`src/logic/ped_pkg.sv`:
```
package ped_pkg;

  // ----------------------------------------------------------------------
  // register map (byte addresses)
  // ----------------------------------------------------------------------
  localparam logic [3:0] ADDR_EDGE_SEL_A = 4'h0;
  localparam logic [3:0] ADDR_EDGE_SEL_B = 4'h4;
  localparam logic [3:0] ADDR_FILT_CLK_SEL = 4'h8;
  localparam logic [3:0] ADDR_PIN_STATUS = 4'hc;
  localparam logic [7:0] RESET_VAL = 8'h00;

  // ----------------------------------------------------------------------
  // edge field encoding: two bits per pin
  // ----------------------------------------------------------------------
  localparam logic [1:0] EDGE_FALL = 2'h0;
  localparam logic [1:0] EDGE_RISE = 2'h1;
  localparam logic [1:0] EDGE_NONE = 2'h2;
  localparam logic [1:0] EDGE_BOTH = 2'h3;
  localparam int NUM_PINS = 7;
  localparam int PINS_A = 4;

  // ----------------------------------------------------------------------
  // digital filter
  // ----------------------------------------------------------------------
  localparam int FILT_RUN = 4;
  localparam logic [1:0] FILT_CNT_MAX = 2'(FILT_RUN - 2);
  localparam logic [2:0] SMP_DIV_MAX = 3'h7;
  localparam int SMP_SEL_W = 3;

  // ----------------------------------------------------------------------
  // analog delay model
  // ----------------------------------------------------------------------
  localparam int CLK_MHZ = 100;
  localparam int ANALOG_DELAY_US = 10;
  localparam int ANALOG_CYCLES = ANALOG_DELAY_US * CLK_MHZ;
  localparam int ANALOG_CNT_W = 10;

  // ----------------------------------------------------------------------
  // axi responses
  // ----------------------------------------------------------------------
  localparam logic [1:0] RESP_OKAY = 2'h0;
  localparam logic [1:0] RESP_SLVERR = 2'h2;

endpackage

```
`src/logic/ped_filter.sv`:
```
`timescale 1ns/1ps
// one pin: level accepted after FILT_RUN equal samples taken on smp_en
module ped_filter
  import ped_pkg::*;
(
  // clock and reset
  input wire logic aclk,
  input wire logic aresetn,
  // sampling
  input wire logic smp_en,
  input wire logic din,
  // filtered level
  output logic level
);

  typedef struct packed {
    logic last;
    logic [1:0] cnt;
    logic level;
  } ped_filt_state_t;

  ped_filt_state_t s_q, s_d;

  always_comb begin
    s_d = s_q;
    if (smp_en) begin
      s_d.last = din;
      if (din != s_q.last) begin
        s_d.cnt = '0;
      end else if (s_q.cnt != FILT_CNT_MAX) begin
        s_d.cnt = s_q.cnt + 2'h1;
      end else begin
        // fourth equal sample: the new level is taken
        s_d.level = din;
      end
    end
  end

  always_ff @(posedge aclk) begin
    if (!aresetn) begin
      s_q <= '0;
    end else begin
      s_q <= s_d;
    end
  end

  assign level = s_q.level;

endmodule

```
`src/logic/ped_top.sv`:
```
`timescale 1ns/1ps
module ped_top
  import ped_pkg::*;
(
  // clock and reset
  input wire logic aclk,
  input wire logic aresetn,
  // axi4-lite write address
  input wire logic [3:0] s_axi_awaddr,
  input wire logic s_axi_awvalid,
  output logic s_axi_awready,
  // axi4-lite write data
  input wire logic [31:0] s_axi_wdata,
  input wire logic [3:0] s_axi_wstrb,
  input wire logic s_axi_wvalid,
  output logic s_axi_wready,
  // axi4-lite write response
  output logic [1:0] s_axi_bresp,
  output logic s_axi_bvalid,
  input wire logic s_axi_bready,
  // axi4-lite read address
  input wire logic [3:0] s_axi_araddr,
  input wire logic s_axi_arvalid,
  output logic s_axi_arready,
  // axi4-lite read data
  output logic [31:0] s_axi_rdata,
  output logic [1:0] s_axi_rresp,
  output logic s_axi_rvalid,
  input wire logic s_axi_rready,
  // pins
  input wire logic nonmaskable_edge_pin,
  input wire logic selectable_filter_pin,
  input wire logic clock_filter_pin_a,
  input wire logic clock_filter_pin_b,
  input wire logic clock_filter_pin_c,
  input wire logic analog_filter_pin_a,
  input wire logic analog_filter_pin_b,
  // power mode
  input wire logic halt_clock_mode,
  // detected edges, one-cycle pulses
  output logic [NUM_PINS-1:0] edge_detected
);

  // ----------------------------------------------------------------------
  // state
  // ----------------------------------------------------------------------
  typedef struct packed {
    logic [7:0] edge_sel_a;
    logic [7:0] edge_sel_b;
    logic [7:0] filt_clk_sel;
    logic aw_got;
    logic [3:0] aw_addr;
    logic w_got;
    logic [31:0] w_data;
    logic [3:0] w_strb;
    logic bvalid;
    logic [1:0] bresp;
    logic rvalid;
    logic [1:0] rresp;
    logic [31:0] rdata;
    logic [SMP_DIV_MAX:0] div;
    logic [NUM_PINS-1:0] level;
    logic [NUM_PINS-1:0] mute;
    logic [NUM_PINS-1:0] edge_out;
    logic [ANALOG_CNT_W-1:0] an_cnt0;
    logic [ANALOG_CNT_W-1:0] an_cnt1;
    logic [ANALOG_CNT_W-1:0] an_cnt2;
    logic [2:0] an_lvl;
  } ped_state_t;

  ped_state_t s_q, s_d;

  // ----------------------------------------------------------------------
  // functions
  // ----------------------------------------------------------------------
  function automatic logic [1:0] field_of(input logic [15:0] sel,
                                          input int idx);
    field_of = sel[2*idx +: 2];
  endfunction

  function automatic logic is_valid_edge(input logic [1:0] mode,
                                         input logic old_l,
                                         input logic new_l);
    logic rise;
    logic fall;
    rise = !old_l && new_l;
    fall = old_l && !new_l;
    case (mode)
      EDGE_FALL: is_valid_edge = fall;
      EDGE_RISE: is_valid_edge = rise;
      EDGE_BOTH: is_valid_edge = rise || fall;
      default: is_valid_edge = 1'b0;
    endcase
  endfunction

  function automatic logic [7:0] merge(input logic [7:0] old_v,
                                       input logic [31:0] data,
                                       input logic strb);
    merge = strb ? data[7:0] : old_v;
  endfunction

  // analog delay: level follows only after input holds a full window
  function automatic logic [ANALOG_CNT_W-1:0] an_next(
      input logic [ANALOG_CNT_W-1:0] cnt, input logic in_l,
      input logic cur_l);
    if (in_l == cur_l) begin
      an_next = '0;
    end else begin
      an_next = cnt + ANALOG_CNT_W'(1);
    end
  endfunction

  // ----------------------------------------------------------------------
  // pin synchronisers
  // ----------------------------------------------------------------------
  logic [NUM_PINS-1:0] pin_raw;
  logic [NUM_PINS-1:0] sync1_q;
  logic [NUM_PINS-1:0] sync2_q;

  assign pin_raw = {analog_filter_pin_b, analog_filter_pin_a,
                    clock_filter_pin_c, clock_filter_pin_b,
                    clock_filter_pin_a, selectable_filter_pin,
                    nonmaskable_edge_pin};

  always_ff @(posedge aclk) begin
    if (!aresetn) begin
      sync1_q <= '0;
      sync2_q <= '0;
    end else begin
      sync1_q <= pin_raw;
      sync2_q <= sync1_q;
    end
  end

  // ----------------------------------------------------------------------
  // sampling enables
  // ----------------------------------------------------------------------
  logic run_dig;
  logic smp_sel_en;
  logic [SMP_SEL_W-1:0] smp_code;

  // digital pins stop while the system clock is halted
  assign run_dig = !halt_clock_mode;
  assign smp_code = s_q.filt_clk_sel[SMP_SEL_W-1:0];

  // code n samples at aclk / 2**n; only the low three bits of filt_clk_sel form the code
  always_comb begin
    if (smp_code == '0) begin
      smp_sel_en = run_dig;
    end else begin
      smp_sel_en = run_dig && (s_q.div[smp_code-1 +: 1] == 1'b1) &&
                   ((s_q.div & ((8'h1 << (smp_code - 3'h1)) - 8'h1)) ==
                    8'h00);
    end
  end

  // ----------------------------------------------------------------------
  // digital filters
  // ----------------------------------------------------------------------
  logic [NUM_PINS-1:0] filt_lvl;

  ped_filter u_filt_sel (
    .aclk(aclk),
    .aresetn(aresetn),
    .smp_en(smp_sel_en),
    .din(sync2_q[1]),
    .level(filt_lvl[1])
  );

  genvar gi;
  generate
    for (gi = 2; gi < 5; gi++) begin : g_clk_filt
      ped_filter u_filt (
        .aclk(aclk),
        .aresetn(aresetn),
        .smp_en(run_dig),
        .din(sync2_q[gi]),
        .level(filt_lvl[gi])
      );
    end
  endgenerate

  assign filt_lvl[0] = s_q.an_lvl[0];
  assign filt_lvl[5] = s_q.an_lvl[1];
  assign filt_lvl[6] = s_q.an_lvl[2];

  // ----------------------------------------------------------------------
  // next state
  // ----------------------------------------------------------------------
  logic aw_hs;
  logic w_hs;
  logic ar_hs;
  logic do_write;
  logic [15:0] sel_all;

  assign s_axi_awready = !s_q.aw_got && !s_q.bvalid;
  assign s_axi_wready = !s_q.w_got && !s_q.bvalid;
  assign s_axi_arready = !s_q.rvalid;
  assign aw_hs = s_axi_awvalid && s_axi_awready;
  assign w_hs = s_axi_wvalid && s_axi_wready;
  assign ar_hs = s_axi_arvalid && s_axi_arready;
  assign do_write = s_q.aw_got && s_q.w_got;
  assign sel_all = {s_q.edge_sel_b, s_q.edge_sel_a};

  always_comb begin
    s_d = s_q;
    s_d.div = s_q.div + 8'h1;
    // write channel capture, either order
    if (aw_hs) begin
      s_d.aw_got = 1'b1;
      s_d.aw_addr = s_axi_awaddr;
    end
    if (w_hs) begin
      s_d.w_got = 1'b1;
      s_d.w_data = s_axi_wdata;
      s_d.w_strb = s_axi_wstrb;
    end
    s_d.mute = '0;
    if (do_write) begin
      s_d.aw_got = 1'b0;
      s_d.w_got = 1'b0;
      s_d.bvalid = 1'b1;
      s_d.bresp = RESP_OKAY;
      // byte lane 0 only; bit writes are read-modify-write of a byte
      case (s_q.aw_addr)
        ADDR_EDGE_SEL_A: begin
          s_d.edge_sel_a = merge(s_q.edge_sel_a, s_q.w_data,
                                 s_q.w_strb[0]);
          s_d.mute[PINS_A-1:0] = '1;
        end
        ADDR_EDGE_SEL_B: begin
          s_d.edge_sel_b = merge(s_q.edge_sel_b, s_q.w_data,
                                 s_q.w_strb[0]);
          s_d.mute[NUM_PINS-1:PINS_A] = '1;
        end
        ADDR_FILT_CLK_SEL: begin
          s_d.filt_clk_sel = merge(s_q.filt_clk_sel, s_q.w_data,
                                   s_q.w_strb[0]);
        end
        ADDR_PIN_STATUS: begin
          s_d.bresp = RESP_OKAY;
        end
        default: begin
          s_d.bresp = RESP_SLVERR;
        end
      endcase
    end
    if (s_q.bvalid && s_axi_bready) begin
      s_d.bvalid = 1'b0;
    end
    // read channel
    if (ar_hs) begin
      s_d.rvalid = 1'b1;
      s_d.rresp = RESP_OKAY;
      s_d.rdata = '0;
      case (s_axi_araddr)
        ADDR_EDGE_SEL_A: s_d.rdata[7:0] = s_q.edge_sel_a;
        ADDR_EDGE_SEL_B: s_d.rdata[7:0] = s_q.edge_sel_b;
        ADDR_FILT_CLK_SEL: s_d.rdata[7:0] = s_q.filt_clk_sel;
        ADDR_PIN_STATUS: s_d.rdata[NUM_PINS-1:0] = s_q.level;
        default: s_d.rresp = RESP_SLVERR;
      endcase
    end
    if (s_q.rvalid && s_axi_rready) begin
      s_d.rvalid = 1'b0;
    end
    // analog pins run even in halt modes
    s_d.an_cnt0 = an_next(s_q.an_cnt0, sync2_q[0], s_q.an_lvl[0]);
    s_d.an_cnt1 = an_next(s_q.an_cnt1, sync2_q[5], s_q.an_lvl[1]);
    s_d.an_cnt2 = an_next(s_q.an_cnt2, sync2_q[6], s_q.an_lvl[2]);
    if (s_q.an_cnt0 == ANALOG_CNT_W'(ANALOG_CYCLES - 1)) begin
      s_d.an_lvl[0] = sync2_q[0];
      s_d.an_cnt0 = '0;
    end
    if (s_q.an_cnt1 == ANALOG_CNT_W'(ANALOG_CYCLES - 1)) begin
      s_d.an_lvl[1] = sync2_q[5];
      s_d.an_cnt1 = '0;
    end
    if (s_q.an_cnt2 == ANALOG_CNT_W'(ANALOG_CYCLES - 1)) begin
      s_d.an_lvl[2] = sync2_q[6];
      s_d.an_cnt2 = '0;
    end
    // edge detection on filtered levels
    s_d.level = filt_lvl;
    for (int i = 0; i < NUM_PINS; i++) begin
      s_d.edge_out[i] = !s_q.mute[i] &&
        is_valid_edge(field_of(sel_all, i), s_q.level[i], filt_lvl[i]);
    end
  end

  always_ff @(posedge aclk) begin
    if (!aresetn) begin
      s_q <= '0;
      s_q.edge_sel_a <= RESET_VAL;
      s_q.edge_sel_b <= RESET_VAL;
      s_q.filt_clk_sel <= RESET_VAL;
    end else begin
      s_q <= s_d;
    end
  end

  // ----------------------------------------------------------------------
  // outputs
  // ----------------------------------------------------------------------
  assign s_axi_bvalid = s_q.bvalid;
  assign s_axi_bresp = s_q.bresp;
  assign s_axi_rvalid = s_q.rvalid;
  assign s_axi_rresp = s_q.rresp;
  assign s_axi_rdata = s_q.rdata;
  assign edge_detected = s_q.edge_out;

endmodule
```
`config.mk`:
```
export PLATFORM = sky130hd
export DESIGN_NAME = ped_top
export DESIGN_NICKNAME = d
export VERILOG_FILES = /design/src/logic/ped_pkg.sv /design/src/logic/ped_filter.sv /design/src/logic/ped_top.sv
export SDC_FILE = /design/constraint.sdc
export NUM_CORES = 1
export LEC_CHECK = 0
export BUFFER_PORTS_ARGS = -buffer_cell sky130_fd_sc_hd__buf_2
export CORE_UTILIZATION = 24
export DETAILED_ROUTE_END_ITERATION = 6
export GPL_ROUTABILITY_DRIVEN = 0
export GPL_TIMING_DRIVEN = 0
export PLACE_DENSITY = 0.37
export SYNTH_ARGS = -nofsm -noshare
export SYNTH_HDL_FRONTEND = slang
export SYNTH_SLANG_ARGS = --single-unit
```
`constraint.sdc`:
```
create_clock -name aclk -period 4.1 [get_ports aclk]
set_clock_uncertainty 0.2 [all_clocks]
set_input_delay 0.41 -clock aclk [delete_from_list [all_inputs] [get_ports aclk]]
set_output_delay 0.41 -clock aclk [all_outputs]
set_load 0.01 [all_outputs]
```
=== Yosys cells after proc, flatten, opt, wreduce, memory -nomap -nowiden ===
Cells that the tools add are included.

* Output and inout bits: 48
* Bits of input ports: 59
* Register bits: 145

* Shift-type cells: 2
* Add/sub/neg operators: 11
* Reductions and logical operators: 99
* Bitwise logic cells: 11
* Mux-type cells: 22
* Eq/ne operators: 34

{| class="wikitable"
|+ Operators by type and width
! kind !! count
|-
| variable part select 8 x 33 -> 1 bit || 1
|-
| logical AND 1 bit || 31
|-
| adder 10 x 1 -> 10 bit (second input constant) || 3
|-
| == test 10 bit (second input constant) || 3
|-
| case mux 7 bit (4 select lines) || 1
|-
| logical NOT 1 bit || 26
|-
| case mux 1 bit (3 select lines) || 8
|-
| AND reduction 3 bit || 7
|-
| two-way mux 2 bit || 10
|-
| == test 4 bit (second input constant) || 4
|-
| == test 2 x 1 -> 1 bit (second input constant) || 7
|-
| == test 2 bit (second input constant) || 7
|-
| logical NOT 2 bit || 7
|-
| inverter 1 bit || 10
|-
| AND reduction 2 bit || 5
|-
| OR reduction 3 bit || 3
|-
| adder 2 x 1 -> 2 bit (second input constant) || 4
|-
| adder 8 x 1 -> 8 bit (second input constant) || 1
|-
| bitwise AND 8 bit || 1
|-
| == test 4 x 3 -> 1 bit (second input constant) || 2
|-
| logical NOT 4 bit || 2
|-
| logical NOT 8 bit || 1
|-
| inequality test 2 bit (second input constant) || 4
|-
| nonzero test 2 bit || 4
|-
| 13 further kinds || 27
|}

=== Longest topological paths before layout ===
* Depth in word-level cells: 8
* Depth in mapped cells: 12

=== Modules after synthesis ===
A second synthesis with hierarchy kept.

* Cells, all modules: 686
* Area, all modules: 6618.8 um^2

{| class="wikitable"
|+ By module, submodules not included
! module !! sequential area each (um^2) !! cells an instance !! instances !! area each (um^2)
|-
| ped_top || 2442.3 || 594 || 1 || 5768.0
|-
| ped_filter || 80.1 || 23 || 4 || 212.7
|}

=== Worst setup path before layout ===
No wires, ideal clock.

* Path kind: reg2reg
* Start: register s_q[142] (netlist name)
* End: register u_filt_sel.s_q[1] (netlist name)
* Clock period less this slack: 2888 ps
* Setup time: 126 ps
* Arrival: 2562 ps
* Cell stages (with the launch flop): 13
* Required time: 3774 ps
* Slack: 1212 ps
* Cells stage by stage: dfxtp_1 -> inv_1 -> ha_1 -> xnor2_1 -> buf_4 -> nand2_1 -> ha_1 -> inv_1 -> a211o_1 -> a221oi_2 -> o2111ai_2 -> a221oi_2 -> o22ai_1

* Word-level cells in the longest chain between the ends: 8
* Elaborated cells on any way between the ends: 12

{| class="wikitable"
|+ Ends and longest elaborated chain
! what !! RTL line !! RTL
|-
| from (decl) || ped_top.sv:71 || <nowiki>ped_state_t s_q, s_d;</nowiki>
|-
| subtractor 3 x 1 -> 3 bit || ped_top.sv:152 || <nowiki>((s_q.div & ((8'h1 << (smp_code - 3'h1)) - 8'h1)) ==</nowiki>
|-
| left shift 1 x 3 -> 8 bit || ped_top.sv:152 ||
|-
| subtractor 8 x 1 -> 8 bit || ped_top.sv:152 ||
|-
| bitwise AND 8 bit || ped_top.sv:152 ||
|-
| logical NOT 8 bit || ped_top.sv:152 ||
|-
| logical AND 1 bit || ped_top.sv:151 || <nowiki>smp_sel_en = run_dig && (s_q.div[smp_code-1 +: 1] == 1'b1) &&</nowiki>
|-
| two-way mux 1 bit * || ped_top.sv:148 || <nowiki>if (smp_code == '0) begin</nowiki>
|-
| AND reduction 2 bit (no line) * || - ||
|-
| to (signal assigned) || ped_filter.sv:41 || <nowiki>s_q <= '0;</nowiki>
|-
| to (signal assigned) || ped_filter.sv:43 || <nowiki>s_q <= s_d;</nowiki>
|-
| to (decl) || ped_filter.sv:22 || <nowiki>ped_filt_state_t s_q, s_d;</nowiki>
|}

Every way passes the cells marked *; elsewhere a longest branch is shown, timed or not.
A chain may end at the register's enable or synchronous reset.

=== Worst setup path after layout ===
* Start: register s_q[142] (netlist name)
* End: register u_filt_sel.s_q[2] (netlist name)

The elaborated chain is that of the path after synthesis.

==> results list <==
- Outcome: finished, final reports clean
- Number of library cell types mapped by synthesis: 51
- Setup violations remaining at the end of the flow were counted as 0.
- Leakage: 3.08 nW
* Most frequent standard cell in the layout excluding fill and tap cells: dfxtp_1
* Maximum operating frequency: 309 MHz
- Share of the yosys chip area belonging to registers: 42.4%
* Clock buffer count from CTS: 17
* Flip-flop and latch count after synthesis: about 140
- Fraction of final layout cells with drive strength greater than 1: 17.6%
- Via count: 4,683
* Unrepaired setup endpoints after global routing: false
* Detailed Place HPWL: 11,300 um
- For this block, the initial DRC count from the detailed router was 201.
- Slew Viols, Final: 0
- Cells along the critical path: inv_1 > ha_1 > xnor2_1 > buf_4 > nand2_1 > ha_1 > inv_1 > a211o_1 > a221oi_2 > o2111ai_2 > a221oi_2 > o22ai_1
* Count of H-tree levels built during CTS: 4
* Required time worst endpoint: 4190 ps
- The clock passes through at most 2 buffers.
* Chip width: 167 um
* Number of global-route vias before repair: 4,679
- The hold violation total from the final report came to 0.
- Actual transition at the worst max-transition pin: 1060 ps
- Relative to the synthesized area, the layout overhead comes to 20.4%.
* Summed instance area of the synthesized netlist: 0.00651 sq mm
- The final critical path takes up between 70% and 80% of the cycle.
- EDFF count, synth: 0
* Global-route wire length before repair: 24,400 um
- Cell taking the most area after synthesis: dfxtp_1
- Worst stage delay on the critical path: 540 ps
- Among all stages on the critical path, the largest delay is contributed by dfxtp_1.
- Port buffering added 50 buffers.
- Total iterations of the first detailed-routing run: 4
- Clock tree from TritonCTS: done
- Counting every sink on the clock net gives approximately 140.
- Post-CTS repair changed the size of 0 cells.
* Wirelength per Cell: 13.3 um
- Dividing total power by cell area gives a power density of 382 mW/mm^2.
- The tightest min-delay check is of the in -> reg type.
* Starting density of the core: roughly a quarter
* Overall fraction of global-route tracks in use: 11.4%
- The clock period could shrink to 3230 ps.
- Routed wire length: around 15,000 um
- Commonest register cell after synthesis: dfxtp_1
* Worst rel slew slack: around 29%
- Area of the core: roughly 0.026 sq mm
- Worst-case vdd ir drop: 0.000203 V
- Total die area: around 0.028 sq mm
- STA classifies the critical path startpoint as a register.
* Worst setup path class: reg -> reg
* Leading cell types by total area after synthesis: dfxtp_1 42%, mux2i_1 7.2%, ha_1 5.4%, buf_4 5.1%, nor2b_1 4.2%
- Leaving out fill and tap cells, the most frequent cells in the layout are 138 x dfxtp_1, 54 x nor2_1, 53 x buf_2.
* Maximum number of pins on one net before global-route repair: 17
- Overflow left after global routing: 0
* Clock-pin slew on the worst setup and hold paths: 60 ps
- The count of nets left with antenna violations once routing finished came out at 0.
- Final net count: ~900
- Using the TritonRoute via totals, the vias-per-cell ratio works out to about 4.1.
- For this run, the number of Yosys warnings is 0.
- Max Cap Viol: 0
- Data arrives at the worst endpoint at between 3000 and 4000 ps.
* FFs w/ async S/R, synth: 0%
- The synthesized design devotes to its leading area cell type 42.4% of total area.
- Total number of placement rows: 59
* Final worst-path setup slack: 867 ps
- Clock root buffer master: clkbuf_16
- The die is about 170 um tall.
- The repair_antennas step left the layout with diodes totalling 0.
- In the routed design, unresolved DRC markers number 0.
- The worst setup path is captured at a register.
- Post-Place Worst Slack: 830 ps
* Mean instance size in the synthesized netlist: between 9 and 10 sq um
- Antenna violations before repair: 0
* Max FO, Critical Path: 10
* Clock insertion delay at the later pin of the skew report: roughly 400 ps
- Instance count of the mapped netlist: around 690
- During I/O placement, the number of pins put on the boundary was 107.
* Total Neg Setup Slack: 0 ps
- Across all register-to-register paths, the minimum setup slack is 870 ps.
## cells in the mapped netlist, types with 7 or more instances
cell	count
nor2b_1	44
xnor2_1	19
a22oi_1	15
mux2i_1	47
ha_1	28
and3_1	11
nand3_1	17
inv_1	46
nand4_1	7
o21ai_0	16
xor2_1	17
nor2_1	54
dfxtp_1	138
buf_4	44
clkbuf_1	14
and2_1	38
a21boi_0	13
nand2b_1	7
a21oi_1	9
nand2_1	47
mux4_2	8
## layout make-up
cell class	instances	area [sq um]
Fill cell	2764	18500
Multi-Input combinational cell	467	3250
Sequential cell	138	2760
Clock buffer	21	450
Buffer	65	420
Tap cell	335	419
Timing Repair Buffer	54	290
Inverter	46	173
Clock inverter	9	76.3
## layer usage
metal | wire (um) | up-vias | GRT usage (%)
met4 | 236 | 0 | 4.31
met2 | 7320 | 71 | 19.6
met1 | 6810 | 2160 | 13.5
met3 | 698 | 15 | 3.11
met5 | 0 | - | 0
li1 | - | 2437 | -
## cell families (layout without fill, tap and decap cells)
group	count (synthesis)	count (layout)	share of synthesized area, %
fa+ha+maj	28	28	5.38
mux	57	57	10.6
flops	138	138	42.4
xor+xnor	36	36	4.84
simple gates	244	244	19.4
compound gates	76	76	8.26
other cells	1	26	0.0576
buf+inv	111	195	9.10
## what timing repair did
item,4_1_cts,5_1_grt
hold endpoints to repair,4,0
setup endpoints to repair,0,0
setup buffers,0,0
hold buffers,4,0
## stage by stage
stage / util [%] / hold slack (ps) / cell area [sq um] / std cells / power [W]
2_1_floorplan: - / 212 / 6610 / 716 / 0.00156
5_1_grt: 29.8 / 1.63 / 7850 / 1135 / 0.00314
3_5_place_dp: 27.6 / 221 / 7280 / 1101 / 0.00162
4_1_cts: 29.8 / 3.68 / 7850 / 1135 / 0.00305
6_report: 29.8 / 13.1 / 7850 / 1135 / 0.00300
3_3_place_gp: 27.6 / 221 / 7280 / 1101 / 0.00162
## power by group
part / internal [W] / total (W) / switching (W)
combinational: 0.0000888 / 0.000194 / 0.000105
clock: 0.000836 / 0.00140 / 0.000566
sequential: 0.00137 / 0.00140 / 0.0000250
## worst max-delay path: cells and delay by family, from the launching register on
family,cells,cell delay [ps]
AO/OA/AOI/OAI,5,1130
XOR/XNOR,1,250
adder cells (fa/ha/maj),2,510
buffers and inverters,3,400
flip-flops,1,540
AND/OR/NAND/NOR,1,70
## sequential cells by signal (all words and copies together) (netlist names)
| name | cells |
|---|---|
| edge_detected | 7 |
| filt_lvl | 3 |
| g_clk_filt.u_filt.s_q | 9 |
| s_axi_rdata | 8 |
| u_filt_sel.level | 1 |
| sync1_q | 7 |
| s_axi_rresp | 1 |
| s_q | 86 |
| s_axi_bvalid | 1 |
| s_axi_bresp | 1 |
| u_filt_sel.s_q | 3 |
| sync2_q | 7 |
| s_axi_rvalid | 1 |
| g_clk_filt.u_filt.level | 3 |
## final timing paths
kind	startpoint	endpoint	depth (start not counted)
setup / recovery	s_q[142]	u_filt_sel.s_q[2]	12
hold / removal	nonmaskable_edge_pin	sync1_q[0]	2
setup reg to reg	s_q[142]	u_filt_sel.s_q[2]	12
hold reg to reg	sync1_q[6]	sync2_q[6]	1
Power figures use the tool's default switching activity.
